`src/include/dtr_defines.svh`:
```
`ifndef DTR_DEFINES_SVH
`define DTR_DEFINES_SVH

// ****************************************
// Clock and timing
// ****************************************
`define DTR_TCK_PS        40000
`define DTR_TREFI_PS      7812500
`define DTR_TREFI_CK      ((`DTR_TREFI_PS) / (`DTR_TCK_PS))
`define DTR_TREFI_85_CK   ((`DTR_TREFI_PS / 2) / (`DTR_TCK_PS))
`define DTR_TREFI_105_CK  ((`DTR_TREFI_PS / 8) / (`DTR_TCK_PS))
`define DTR_TRAS_PS       35000
`define DTR_TRAS_CK       (((`DTR_TRAS_PS) + (`DTR_TCK_PS) - 1) / (`DTR_TCK_PS))
`define DTR_TWR_PS        15000
`define DTR_TWR_MIN_CK    4
`define DTR_TWR_NS_CK     (((`DTR_TWR_PS) + (`DTR_TCK_PS) - 1) / (`DTR_TCK_PS))
`define DTR_TWR_CK        ((`DTR_TWR_NS_CK > `DTR_TWR_MIN_CK) ? `DTR_TWR_NS_CK : `DTR_TWR_MIN_CK)
`define DTR_TREFPDEN_CK   2
`define DTR_TXPDLL_CK     10
`define DTR_TRFC_CK       1
`define DTR_BL8_TAIL      4
`define DTR_BC4_TAIL      2
`define DTR_CNT_W         16
`define DTR_LAT_W         5
`define DTR_CL_DEF        5'h06
`define DTR_AL_DEF        5'h00
`define DTR_WL_DEF        5'h05

`endif

```
`src/include/dtr_pkg.sv`:
```
package dtr_pkg;
  typedef enum logic [2:0] {
    DTR_CMD_NOP,
    DTR_CMD_ACT,
    DTR_CMD_RD,
    DTR_CMD_WR,
    DTR_CMD_PREA,
    DTR_CMD_REF,
    DTR_CMD_SRE,
    DTR_CMD_PDE
  } dtr_cmd_t;

  typedef enum logic [1:0] {
    DTR_TEMP_NORM,
    DTR_TEMP_HOT,
    DTR_TEMP_XHOT
  } dtr_temp_t;
endpackage

```
`src/include/dtr_if.sv`:
```
interface dtr_if;
  import dtr_pkg::*;
  dtr_cmd_t cmd;
  logic     cmd_valid;
  logic     auto_pre;
  logic     bc4_otf;
  logic     cke;
  logic     dll_locked;
  logic     rd_window;
  logic     wr_recov_start;
  logic     int_precharge;

  modport ctl (output cmd, output cmd_valid, output auto_pre, output bc4_otf, output cke,
               input dll_locked, input rd_window, input wr_recov_start, input int_precharge);
  modport dev (input cmd, input cmd_valid, input auto_pre, input bc4_otf, input cke,
               output dll_locked, output rd_window, output wr_recov_start, output int_precharge);
endinterface

```
`src/verilog/dtr_ctl.sv`:
```
`include "dtr_defines.svh"

module dtr_ctl import dtr_pkg::*; (
  input  wire logic      mclk,
  input  wire logic      rst,
  dtr_if.ctl             lnk,
  input  wire logic      temp_hot,
  input  wire logic      temp_xhot,
  input  wire logic      slow_clk,
  input  wire logic      req_valid,
  input  wire dtr_cmd_t  req_cmd,
  input  wire logic      req_ap,
  input  wire logic      req_bc4,
  output logic           req_ready,
  output logic           refresh_busy
);
  // ****************************************
  // Temperature inputs come from outside the clock domain
  // ****************************************
  logic hot_s1_r;
  logic hot_s2_r;
  logic xhot_s1_r;
  logic xhot_s2_r;
  always_ff @(posedge mclk) begin
    if (rst) begin
      hot_s1_r  <= 1'b0;
      hot_s2_r  <= 1'b0;
      xhot_s1_r <= 1'b0;
      xhot_s2_r <= 1'b0;
    end else begin
      hot_s1_r  <= temp_hot;
      hot_s2_r  <= hot_s1_r;
      xhot_s1_r <= temp_xhot;
      xhot_s2_r <= xhot_s1_r;
    end
  end
  wire dtr_temp_t temp = xhot_s2_r ? DTR_TEMP_XHOT : (hot_s2_r ? DTR_TEMP_HOT : DTR_TEMP_NORM);

  // ****************************************
  // Refresh interval counter
  // ****************************************
  // Intervals are maxima, so the integer division rounds down
  wire [`DTR_CNT_W-1:0] reload =
    (temp == DTR_TEMP_XHOT) ? `DTR_CNT_W'(`DTR_TREFI_105_CK) :
    (temp == DTR_TEMP_HOT)  ? `DTR_CNT_W'(`DTR_TREFI_85_CK)  :
                              `DTR_CNT_W'(`DTR_TREFI_CK);
  logic [`DTR_CNT_W-1:0] refi_r;
  logic [3:0]            owed_r;

  typedef enum logic [2:0] { DTR_S_IDLE, DTR_S_REF, DTR_S_GAP, DTR_S_PREA } dtr_state_t;
  dtr_state_t st_r;
  dtr_state_t st_nxt;
  logic [`DTR_CNT_W-1:0] since_ref_r;

  wire refi_expire = (refi_r == '0);
  wire do_ref      = (st_r == DTR_S_REF);
  // Up to eight refreshes may be postponed, keeping nine within 70.3us
  wire owed_dec    = do_ref && (owed_r != 4'h0);

  // Power-down waits tREFPDEN and the DLL exit time after REFRESH
  wire pd_ok = since_ref_r >= `DTR_CNT_W'(`DTR_TXPDLL_CK > `DTR_TREFPDEN_CK ?
                                          `DTR_TXPDLL_CK : `DTR_TREFPDEN_CK);
  wire rd_ok  = lnk.dll_locked;
  wire sre_ok = !xhot_s2_r;
  wire cmd_ok = (req_cmd == DTR_CMD_RD) ? rd_ok :
                (req_cmd == DTR_CMD_SRE) ? (sre_ok && pd_ok) :
                (req_cmd == DTR_CMD_PDE) ? pd_ok : 1'b1;
  wire idle_go = (st_r == DTR_S_IDLE) && (owed_r == 4'h0);
  assign req_ready    = idle_go && cmd_ok;
  assign refresh_busy = !idle_go;

  always_comb begin
    st_nxt = st_r;
    case (st_r)
      DTR_S_IDLE: if (owed_r != 4'h0) st_nxt = DTR_S_REF;
      DTR_S_REF:  st_nxt = slow_clk ? DTR_S_PREA : DTR_S_GAP;
      DTR_S_PREA: st_nxt = DTR_S_GAP;
      DTR_S_GAP:  st_nxt = DTR_S_IDLE;
      default:    st_nxt = DTR_S_IDLE;
    endcase
  end

  always_ff @(posedge mclk) begin
    if (rst) begin
      refi_r      <= `DTR_CNT_W'(`DTR_TREFI_CK);
      owed_r      <= 4'h0;
      st_r        <= DTR_S_IDLE;
      since_ref_r <= `DTR_CNT_W'(`DTR_TXPDLL_CK);
    end else begin
      refi_r <= refi_expire ? reload : refi_r - 1'b1;
      // New debt and a payment in the same cycle cancel, leaving owed_r unchanged
      if (refi_expire && !owed_dec && owed_r != 4'h8)
        owed_r <= owed_r + 4'h1;
      else if (owed_dec && !refi_expire)
        owed_r <= owed_r - 4'h1;
      st_r <= st_nxt;
      if (do_ref)
        since_ref_r <= '0;
      else if (!pd_ok)
        since_ref_r <= since_ref_r + 1'b1;
    end
  end

  // ****************************************
  // Command bus drive
  // ****************************************
  logic                  cmd_v_r;
  dtr_cmd_t              cmd_r;
  logic                  ap_r;
  logic                  bc4_r;
  logic                  cke_r;
  wire                   take = req_valid && req_ready;
  always_ff @(posedge mclk) begin
    if (rst) begin
      cmd_v_r <= 1'b0;
      cmd_r   <= DTR_CMD_NOP;
      ap_r    <= 1'b0;
      bc4_r   <= 1'b0;
      cke_r   <= 1'b1;
    end else begin
      cmd_v_r <= take || do_ref || (st_r == DTR_S_PREA);
      cmd_r   <= do_ref ? DTR_CMD_REF : (st_r == DTR_S_PREA) ? DTR_CMD_PREA :
                 take ? req_cmd : DTR_CMD_NOP;
      ap_r    <= take && req_ap;
      bc4_r   <= take && req_bc4;
      if (take && (req_cmd == DTR_CMD_SRE || req_cmd == DTR_CMD_PDE))
        cke_r <= 1'b0;
      else if (owed_r != 4'h0 || (take && req_cmd == DTR_CMD_NOP))
        cke_r <= 1'b1;
    end
  end
  assign lnk.cmd       = cmd_r;
  assign lnk.cmd_valid = cmd_v_r;
  assign lnk.auto_pre  = ap_r;
  assign lnk.bc4_otf   = bc4_r;
  assign lnk.cke       = cke_r;
endmodule

```
`src/flat_wrapper.sv`:
```
// flat-port wrapper written by rule: the top's interface ports become plain ports
module dtr_ctl_flat import dtr_pkg::*;
  (mclk, rst, temp_hot, temp_xhot, slow_clk, req_valid, req_cmd, req_ap, req_bc4, req_ready, refresh_busy, lnk_cmd, lnk_cmd_valid, lnk_auto_pre, lnk_bc4_otf, lnk_cke, lnk_dll_locked, lnk_rd_window, lnk_wr_recov_start, lnk_int_precharge);
  dtr_if lnk_i ();
  input  wire logic mclk;
  input  wire logic rst;
  input  wire logic temp_hot;
  input  wire logic temp_xhot;
  input  wire logic slow_clk;
  input  wire logic req_valid;
  input  wire dtr_cmd_t req_cmd;
  input  wire logic req_ap;
  input  wire logic req_bc4;
  output logic req_ready;
  output logic refresh_busy;
  output wire logic [$bits(lnk_i.cmd)-1:0] lnk_cmd;
  output wire logic [$bits(lnk_i.cmd_valid)-1:0] lnk_cmd_valid;
  output wire logic [$bits(lnk_i.auto_pre)-1:0] lnk_auto_pre;
  output wire logic [$bits(lnk_i.bc4_otf)-1:0] lnk_bc4_otf;
  output wire logic [$bits(lnk_i.cke)-1:0] lnk_cke;
  input wire logic [$bits(lnk_i.dll_locked)-1:0] lnk_dll_locked;
  input wire logic [$bits(lnk_i.rd_window)-1:0] lnk_rd_window;
  input wire logic [$bits(lnk_i.wr_recov_start)-1:0] lnk_wr_recov_start;
  input wire logic [$bits(lnk_i.int_precharge)-1:0] lnk_int_precharge;
  assign lnk_cmd = lnk_i.cmd;
  assign lnk_cmd_valid = lnk_i.cmd_valid;
  assign lnk_auto_pre = lnk_i.auto_pre;
  assign lnk_bc4_otf = lnk_i.bc4_otf;
  assign lnk_cke = lnk_i.cke;
  assign lnk_i.dll_locked = lnk_dll_locked;
  assign lnk_i.rd_window = lnk_rd_window;
  assign lnk_i.wr_recov_start = lnk_wr_recov_start;
  assign lnk_i.int_precharge = lnk_int_precharge;
  dtr_ctl u_core (.mclk(mclk), .rst(rst), .lnk(lnk_i), .temp_hot(temp_hot), .temp_xhot(temp_xhot), .slow_clk(slow_clk), .req_valid(req_valid), .req_cmd(req_cmd), .req_ap(req_ap), .req_bc4(req_bc4), .req_ready(req_ready), .refresh_busy(refresh_busy));
endmodule
```
`config.mk`:
```
export PLATFORM = sky130hd
export DESIGN_NAME = dtr_ctl_flat
export DESIGN_NICKNAME = d
export VERILOG_FILES = /design/src/include/dtr_pkg.sv /design/src/include/dtr_if.sv /design/src/verilog/dtr_ctl.sv /design/src/flat_wrapper.sv
export VERILOG_INCLUDE_DIRS = /design/src /design/src/include
export SDC_FILE = /design/constraint.sdc
export NUM_CORES = 1
export LEC_CHECK = 0
export ABC_AREA = 1
export BUFFER_PORTS_ARGS = -buffer_cell sky130_fd_sc_hd__buf_2
export CELL_PAD_IN_SITES_DETAIL_PLACEMENT = 1
export CELL_PAD_IN_SITES_GLOBAL_PLACEMENT = 1
export CORE_ASPECT_RATIO = 1.2
export CORE_MARGIN = 2
export CORE_UTILIZATION = 45
export CTS_BUF_LIST = sky130_fd_sc_hd__clkbuf_8
export DETAILED_ROUTE_END_ITERATION = 6
export PLACE_DENSITY_LB_ADDON = 0.1
export SLEW_MARGIN = 20
export SYNTH_ARGS = -nofsm -noshare
export SYNTH_HDL_FRONTEND = slang
export SYNTH_SLANG_ARGS = --single-unit
```
`constraint.sdc`:
```
create_clock -name mclk -period 2.93 [get_ports mclk]
set_input_delay 0.293 -clock mclk [delete_from_list [all_inputs] [get_ports mclk]]
set_output_delay 0.293 -clock mclk [all_outputs]
set_load 0.05 [all_outputs]
```
* After elaboration in Yosys (flattened, before gate mapping)
Index checks and enable logic that the tools add are counted.
** Operators by class
- $add $sub $neg :: 4
- Mux-type cells :: 20
- Reduce and logical (&&, ||, !) cells :: 29
- Order comparisons :: 1
- Eq/ne operators :: 10
- Bitwise logic cells :: 1
** Operators with widths (count)
- 2-to-1 mux 16 bit :: 2
- adder 16 x 1 -> 16 bit, second input constant :: 1
- greater-or-equal comparator 16 x 4 -> 1 bit, second input constant :: 1
- logical NOT 16 bit :: 1
- 2-to-1 mux 4 bit :: 4
- subtractor 16 x 1 -> 16 bit, second input constant :: 1
- logical AND 1 bit :: 12
- 2-to-1 mux 3 bit :: 4
- one-hot mux 3 bit (3 select lines) :: 1
- 2-to-1 mux 8 bit :: 1
- 2-to-1 mux 1 bit :: 7
- equality test 3 x 2 -> 1 bit, second input constant :: 2
- equality test 3 bit, second input constant :: 2
- logical NOT 3 bit :: 2
- adder 4 x 1 -> 4 bit, second input constant :: 1
- logical NOT 1 bit :: 4
- logical NOT 4 bit :: 1
- logical OR 1 bit :: 4
- inequality test 2 x 1 -> 1 bit, second input constant :: 2
- inequality test 4 bit, second input constant :: 1
- nonzero test 2 bit :: 2
- nonzero test 4 bit :: 1
- OR reduction 4 bit :: 1
- subtractor 4 x 1 -> 4 bit, second input constant :: 1
- 6 further kinds :: 6
** Storage, ports and cells
- Input bits :: 15
- Output and inout port bits :: 9
- Word-level logic and storage cells :: 80
- Bits in registers :: 50

* Logic depth before layout (Yosys ltp)
- Word-level depth :: 10
- Gate-level depth with buffers :: 15
- Depth with buffers taken out :: 15

* Least setup slack after synthesis
Ideal clock, no wire load.
- Path kind :: reg-to-reg
- Start point :: register u_core.refi_r[0]
- End point :: register u_core.owed_r[3]
- Setup time :: 115 ps
- Setup slack :: 813 ps
- Required time :: 2815 ps
- Path buffers :: 0
- Stages on the path, launching flop included :: 15
- Data arrival time :: 2002 ps
- Period minus slack after synthesis :: 2117 ps
- Path through :: dfxtp_1 -> inv_1 -> ha_1 -> nand3_4 -> nor3_4 -> nand3_4 -> ha_1 -> nand2_1 -> nand2_1 -> a31oi_1 -> inv_1 -> nand2_2 -> nand3_1 -> nand2_1 -> nor2_1
** Between the ends
- Longest elaborated chain between the ends :: 4
- Elaborated cells between the ends (all ways) :: 7
- Those cells by class :: 1 x mux; 6 x reduce/logical
** RTL lines
- start, declared :: line dtr_ctl.sv:47 : logic [`DTR_CNT_W-1:0] refi_r;
- start signal, assigned :: line dtr_ctl.sv:85 : refi_r <= `DTR_CNT_W'(`DTR_TREFI_CK);
- start signal, assigned :: line dtr_ctl.sv:90 : refi_r <= refi_expire ? reload : refi_r - 1'b1;
- logical NOT 16 bit * :: line dtr_ctl.sv:55 : wire refi_expire = (refi_r == '0);
- logical AND 1 bit / logical NOT 1 bit (equally long branches) :: line dtr_ctl.sv:92, dtr_ctl.sv:94
- logical AND 1 bit, on equally long branches :: line dtr_ctl.sv:92, dtr_ctl.sv:94
- 2-to-1 mux 4 bit / nonzero test 2 bit (equally long branches)
- end signal, assigned :: line dtr_ctl.sv:93 : owed_r <= owed_r + 4'h1;
- end signal, assigned :: line dtr_ctl.sv:95 : owed_r <= owed_r - 4'h1;
- end, declared :: line dtr_ctl.sv:48 : logic [3:0] owed_r;
Mark *: on every way between the ends. The rest lies on a longest branch, timed or not.
A chain may end at the register's enable or synchronous reset.

* Worst setup path in the final report
Ends and elaborated chain as after synthesis.

==> impl_metrics.py <==
metrics = {
    "setup_path": {
        "crit_required_ns": 3.14,
        "r2r-end": "u_core.owed_r[3]",
        "end_kind": "flip-flop",
        "cp.arrival_ns": 2.62,
        "start_kind": "flip-flop",
        "rr_worst_depth": 14,
        "critPathLaunch": "u_core.refi_r[0]",
        "critPathMaxFanout": 7,
        "rrSetupSlack_ns": 0.53,
        "worstReg2RegStart": "u_core.refi_r[0]",
        "crit_end": "u_core.owed_r[3]",
        "crit_type": "flip-flop to flip-flop",
    },
    "power_and_ir_drop": {
        "internal_power_w": 0.0009087,
        "power_frac_seq_pct": 55.1,
        "combPwrFrac_pct": 11.7,
        "power.density_nw_per_um2": 504.3,
        "finalPower_w": 0.001278,
        "cellLeakagePower_nw": 1.094,
        "p_clk_share_pct": 33.3,
        "max-vdd-ir-drop_v": 0.0002573,
        "p_sw_share_pct": 28.91,
        "p_sw_w": 0.0003696,
    },
    "job": {
        "maxCapViolCount": 0,
    },
    "logic_synthesis": {
        "syn-num-nets": 303,
        "syn-cell-area_um2": 2275,
        "ys_async_sr_fraction_pct": 0,
        "synth_top_cell_area_share_pct": 43.12,
        "avgSynthCellArea_um2": 8.066,
        "ys_warn_count": 0,
        "synthCells": 282,
        "synth.area.top_cells": "dfxtp_1 (43%), inv_1 (8.3%), nor2_1 (7.1%)",
        "ys_ff_latch": 49,
        "synth_enable_flop_cells": 0,
        "ys_top_cells_by_count": "inv_1 (50), dfxtp_1 (49), nor2_1 (43)",
        "synth-seq-area-share_pct": 43.12,
        "synth.largest_area_cell": "dfxtp_1",
        "synth_most_common_cell": "inv_1",
        "synth_ff_type": "dfxtp_1",
        "ys_types": 38,
    },
    "clocking": {
        "cts_made_buffers": 5,
        "ctsResizeCount": 0,
        "clk_pin_slew_ns": 0.09,
        "cts_buffer_depth": 2,
        "postCtsSetupBuffers": 0,
        "h-tree-depth": 2,
        "insertion_delay_ns": 0.31,
        "cts_tree": "built",
        "cts_num_sinks": 49,
        "clockRootBuffer": "clkbuf_8",
        "cts-hold-fix-buffers": 0,
    },
    "floorplan": {
        "die_x_um": 68.90,
        "ioPinCount": 24,
        "core_um2": 4905,
        "rows": 28,
        "start_util_pct": 46.38,
        "die_h_um": 81.88,
        "fp.dieArea_um2": 5642,
    },
    "global_routing": {
        "grt_first_pass_wirelength_um": 7714,
        "grt-ovfl-total": 0,
        "grt_pass1_vias": 1740,
        "antenna_found_initial": 0,
        "grt_max_degree": 18,
        "track_usage_pct": 18.17,
    },
    "sta": {
        "setup_tns_ns": 0,
        "fin_crit_ns": 2.404,
        "fin_crit_sh_pct": 82.06,
        "hold-worst-slack_ns": 0.1837,
        "tightest_slew_ns": 0.3620,
        "relSlewSlack_pct": 75.72,
        "clock.fmax_mhz": 415.9,
        "setup_viol": 0,
        "final-max-slew-violation-count": 0,
        "fin_worst_skew_ns": 0.006303,
        "rsz0062_at_grt": "false",
        "hold_viol": 0,
    },
    "drt": {
        "first_iter_violations": 59,
        "dr_total_vias": 1771,
        "wl_um": 4334,
        "drtAntennaViolNets": 0,
        "wl_per_cell_um": 11.78,
        "via_per_inst": 4.813,
        "remaining_drc_errors": 0,
        "drt_pass1_iterations": 4,
    },
    "placed_design": {
        "gp_congestion": 0.7653,
        "io_buffer_count": 20,
        "place_hpwl_um": 3410,
    },
    "layout": {
        "final_layout_size_suffix_gt1_share_pct": 24.03,
        "nNetsFinal": 328,
        "diodes": 0,
        "area_growth_syn_to_layout_pct": 11.44,
    },
    "hold_path": {
        "hold_start": "temp_hot",
        "hold_class": "input port to flip-flop",
    },
    "outcome": {
        "status": "complete, no violations",
    },
}
[how the worst min path moves through the flow]
stage | end | slack [ns] | cells past startpoint
after global placement | u_core.xhot_s2_r | 0.39 | 2
final | u_core.hot_s1_r | 0.18 | 3
after detailed placement | u_core.xhot_s2_r | 0.40 | 2
after floorplan | u_core.hot_s2_r | 0.39 | 2
after CTS | u_core.xhot_s1_r | 0.17 | 3
after global routing | u_core.hot_s1_r | 0.18 | 3
[area by class of cell]
| cell class | count | area (um2) |
|---|---|---|
| timing repair buffer | 20 | 100.1 |
| multi-input combinational | 174 | 1070 |
| sequential | 49 | 980.9 |
| clock inverter | 3 | 26.28 |
| clock buffer | 5 | 68.82 |
| tap | 60 | 75.07 |
| fill | 626 | 2370 |
| inverter | 57 | 214.0 |
[sequential cells by signal, indices dropped and copies added, names as in the netlist]
name	flops
u_core.refi_r	16
u_core.xhot_s2_r	1
u_core.lnk.cmd	3
u_core.lnk.bc4_otf	1
u_core.owed_r	4
u_core.hot_s2_r	1
u_core.st_r	2
u_core.lnk.auto_pre	1
u_core.since_ref_r	16
u_core.xhot_s1_r	1
u_core.lnk.cke	1
u_core.lnk.cmd_valid	1
u_core.hot_s1_r	1
[routing by layer]
layer  share of wire [%]  vias to the layer above  track usage (%)
met2                  49                       26            30.00
li1                    -                      921                -
met4                 1.8                        0            7.059
met3                 3.1                        7            3.699
met5                   0                        -                0
met1                  47                      817            23.00
[cells by family (layout without fill, tap and decap cells)]
kind of cell             after synthesis  count (layout)  share of synthesized area, %
AND/OR/NAND/NOR                      131             131                         32.62
buffers and inverters                 59              85                         9.846
flip-flops                            49              49                         43.12
AO/OA/AOI/OAI                         30              30                         8.086
XOR/XNOR                               7               7                         2.695
adder cells (fa/ha/maj)                6               6                         3.630
[worst max-delay path: stages (launching register included)]
cell     delay, ns
dfxtp_1       0.33
inv_1         0.10
ha_1          0.30
nand3_4       0.14
nor3_4        0.19
nand3_4       0.17
ha_1          0.36
nand2_1       0.08
nand2_1       0.06
a31oi_1       0.24
inv_1         0.08
nand2_2       0.08
nand3_1       0.06
nand2_1       0.07
nor2_1        0.05
[power by group through the flow]
stage                      logic, W  clock network (W)  registers, W
after floorplan           0.0000929                  0      0.000739
after global placement     0.000149                  0      0.000719
after detailed placement   0.000152                  0      0.000719
after CTS                  0.000152           0.000442      0.000704
after global routing       0.000171           0.000472      0.000707
final                      0.000150           0.000425      0.000704
[cells in the final DEF, fill, tap and decap left out, types with 6 or more instances in the layout]
cell and n:
a21oi_1 8, buf_2 20, dfxtp_1 49, inv_1 50
inv_2 6, nand2_1 34, nand2_2 7, nand3_1 10
nor2_1 43, nor2_2 8, nor2_4 7, o21ai_1 7
[stage by stage]
step                setup WS [ns]  std cells  util, %  cell area [um2]
global placement           0.6501        360    49.74             2440
detailed placement         0.5198        360    49.74             2440
CTS                        0.5046        368    51.68             2535
global route               0.2985        368    51.68             2535
finish                     0.5257        368    51.68             2535
floorplan                  0.8130        282        -             2275
(Power assumes the default switching activity.)
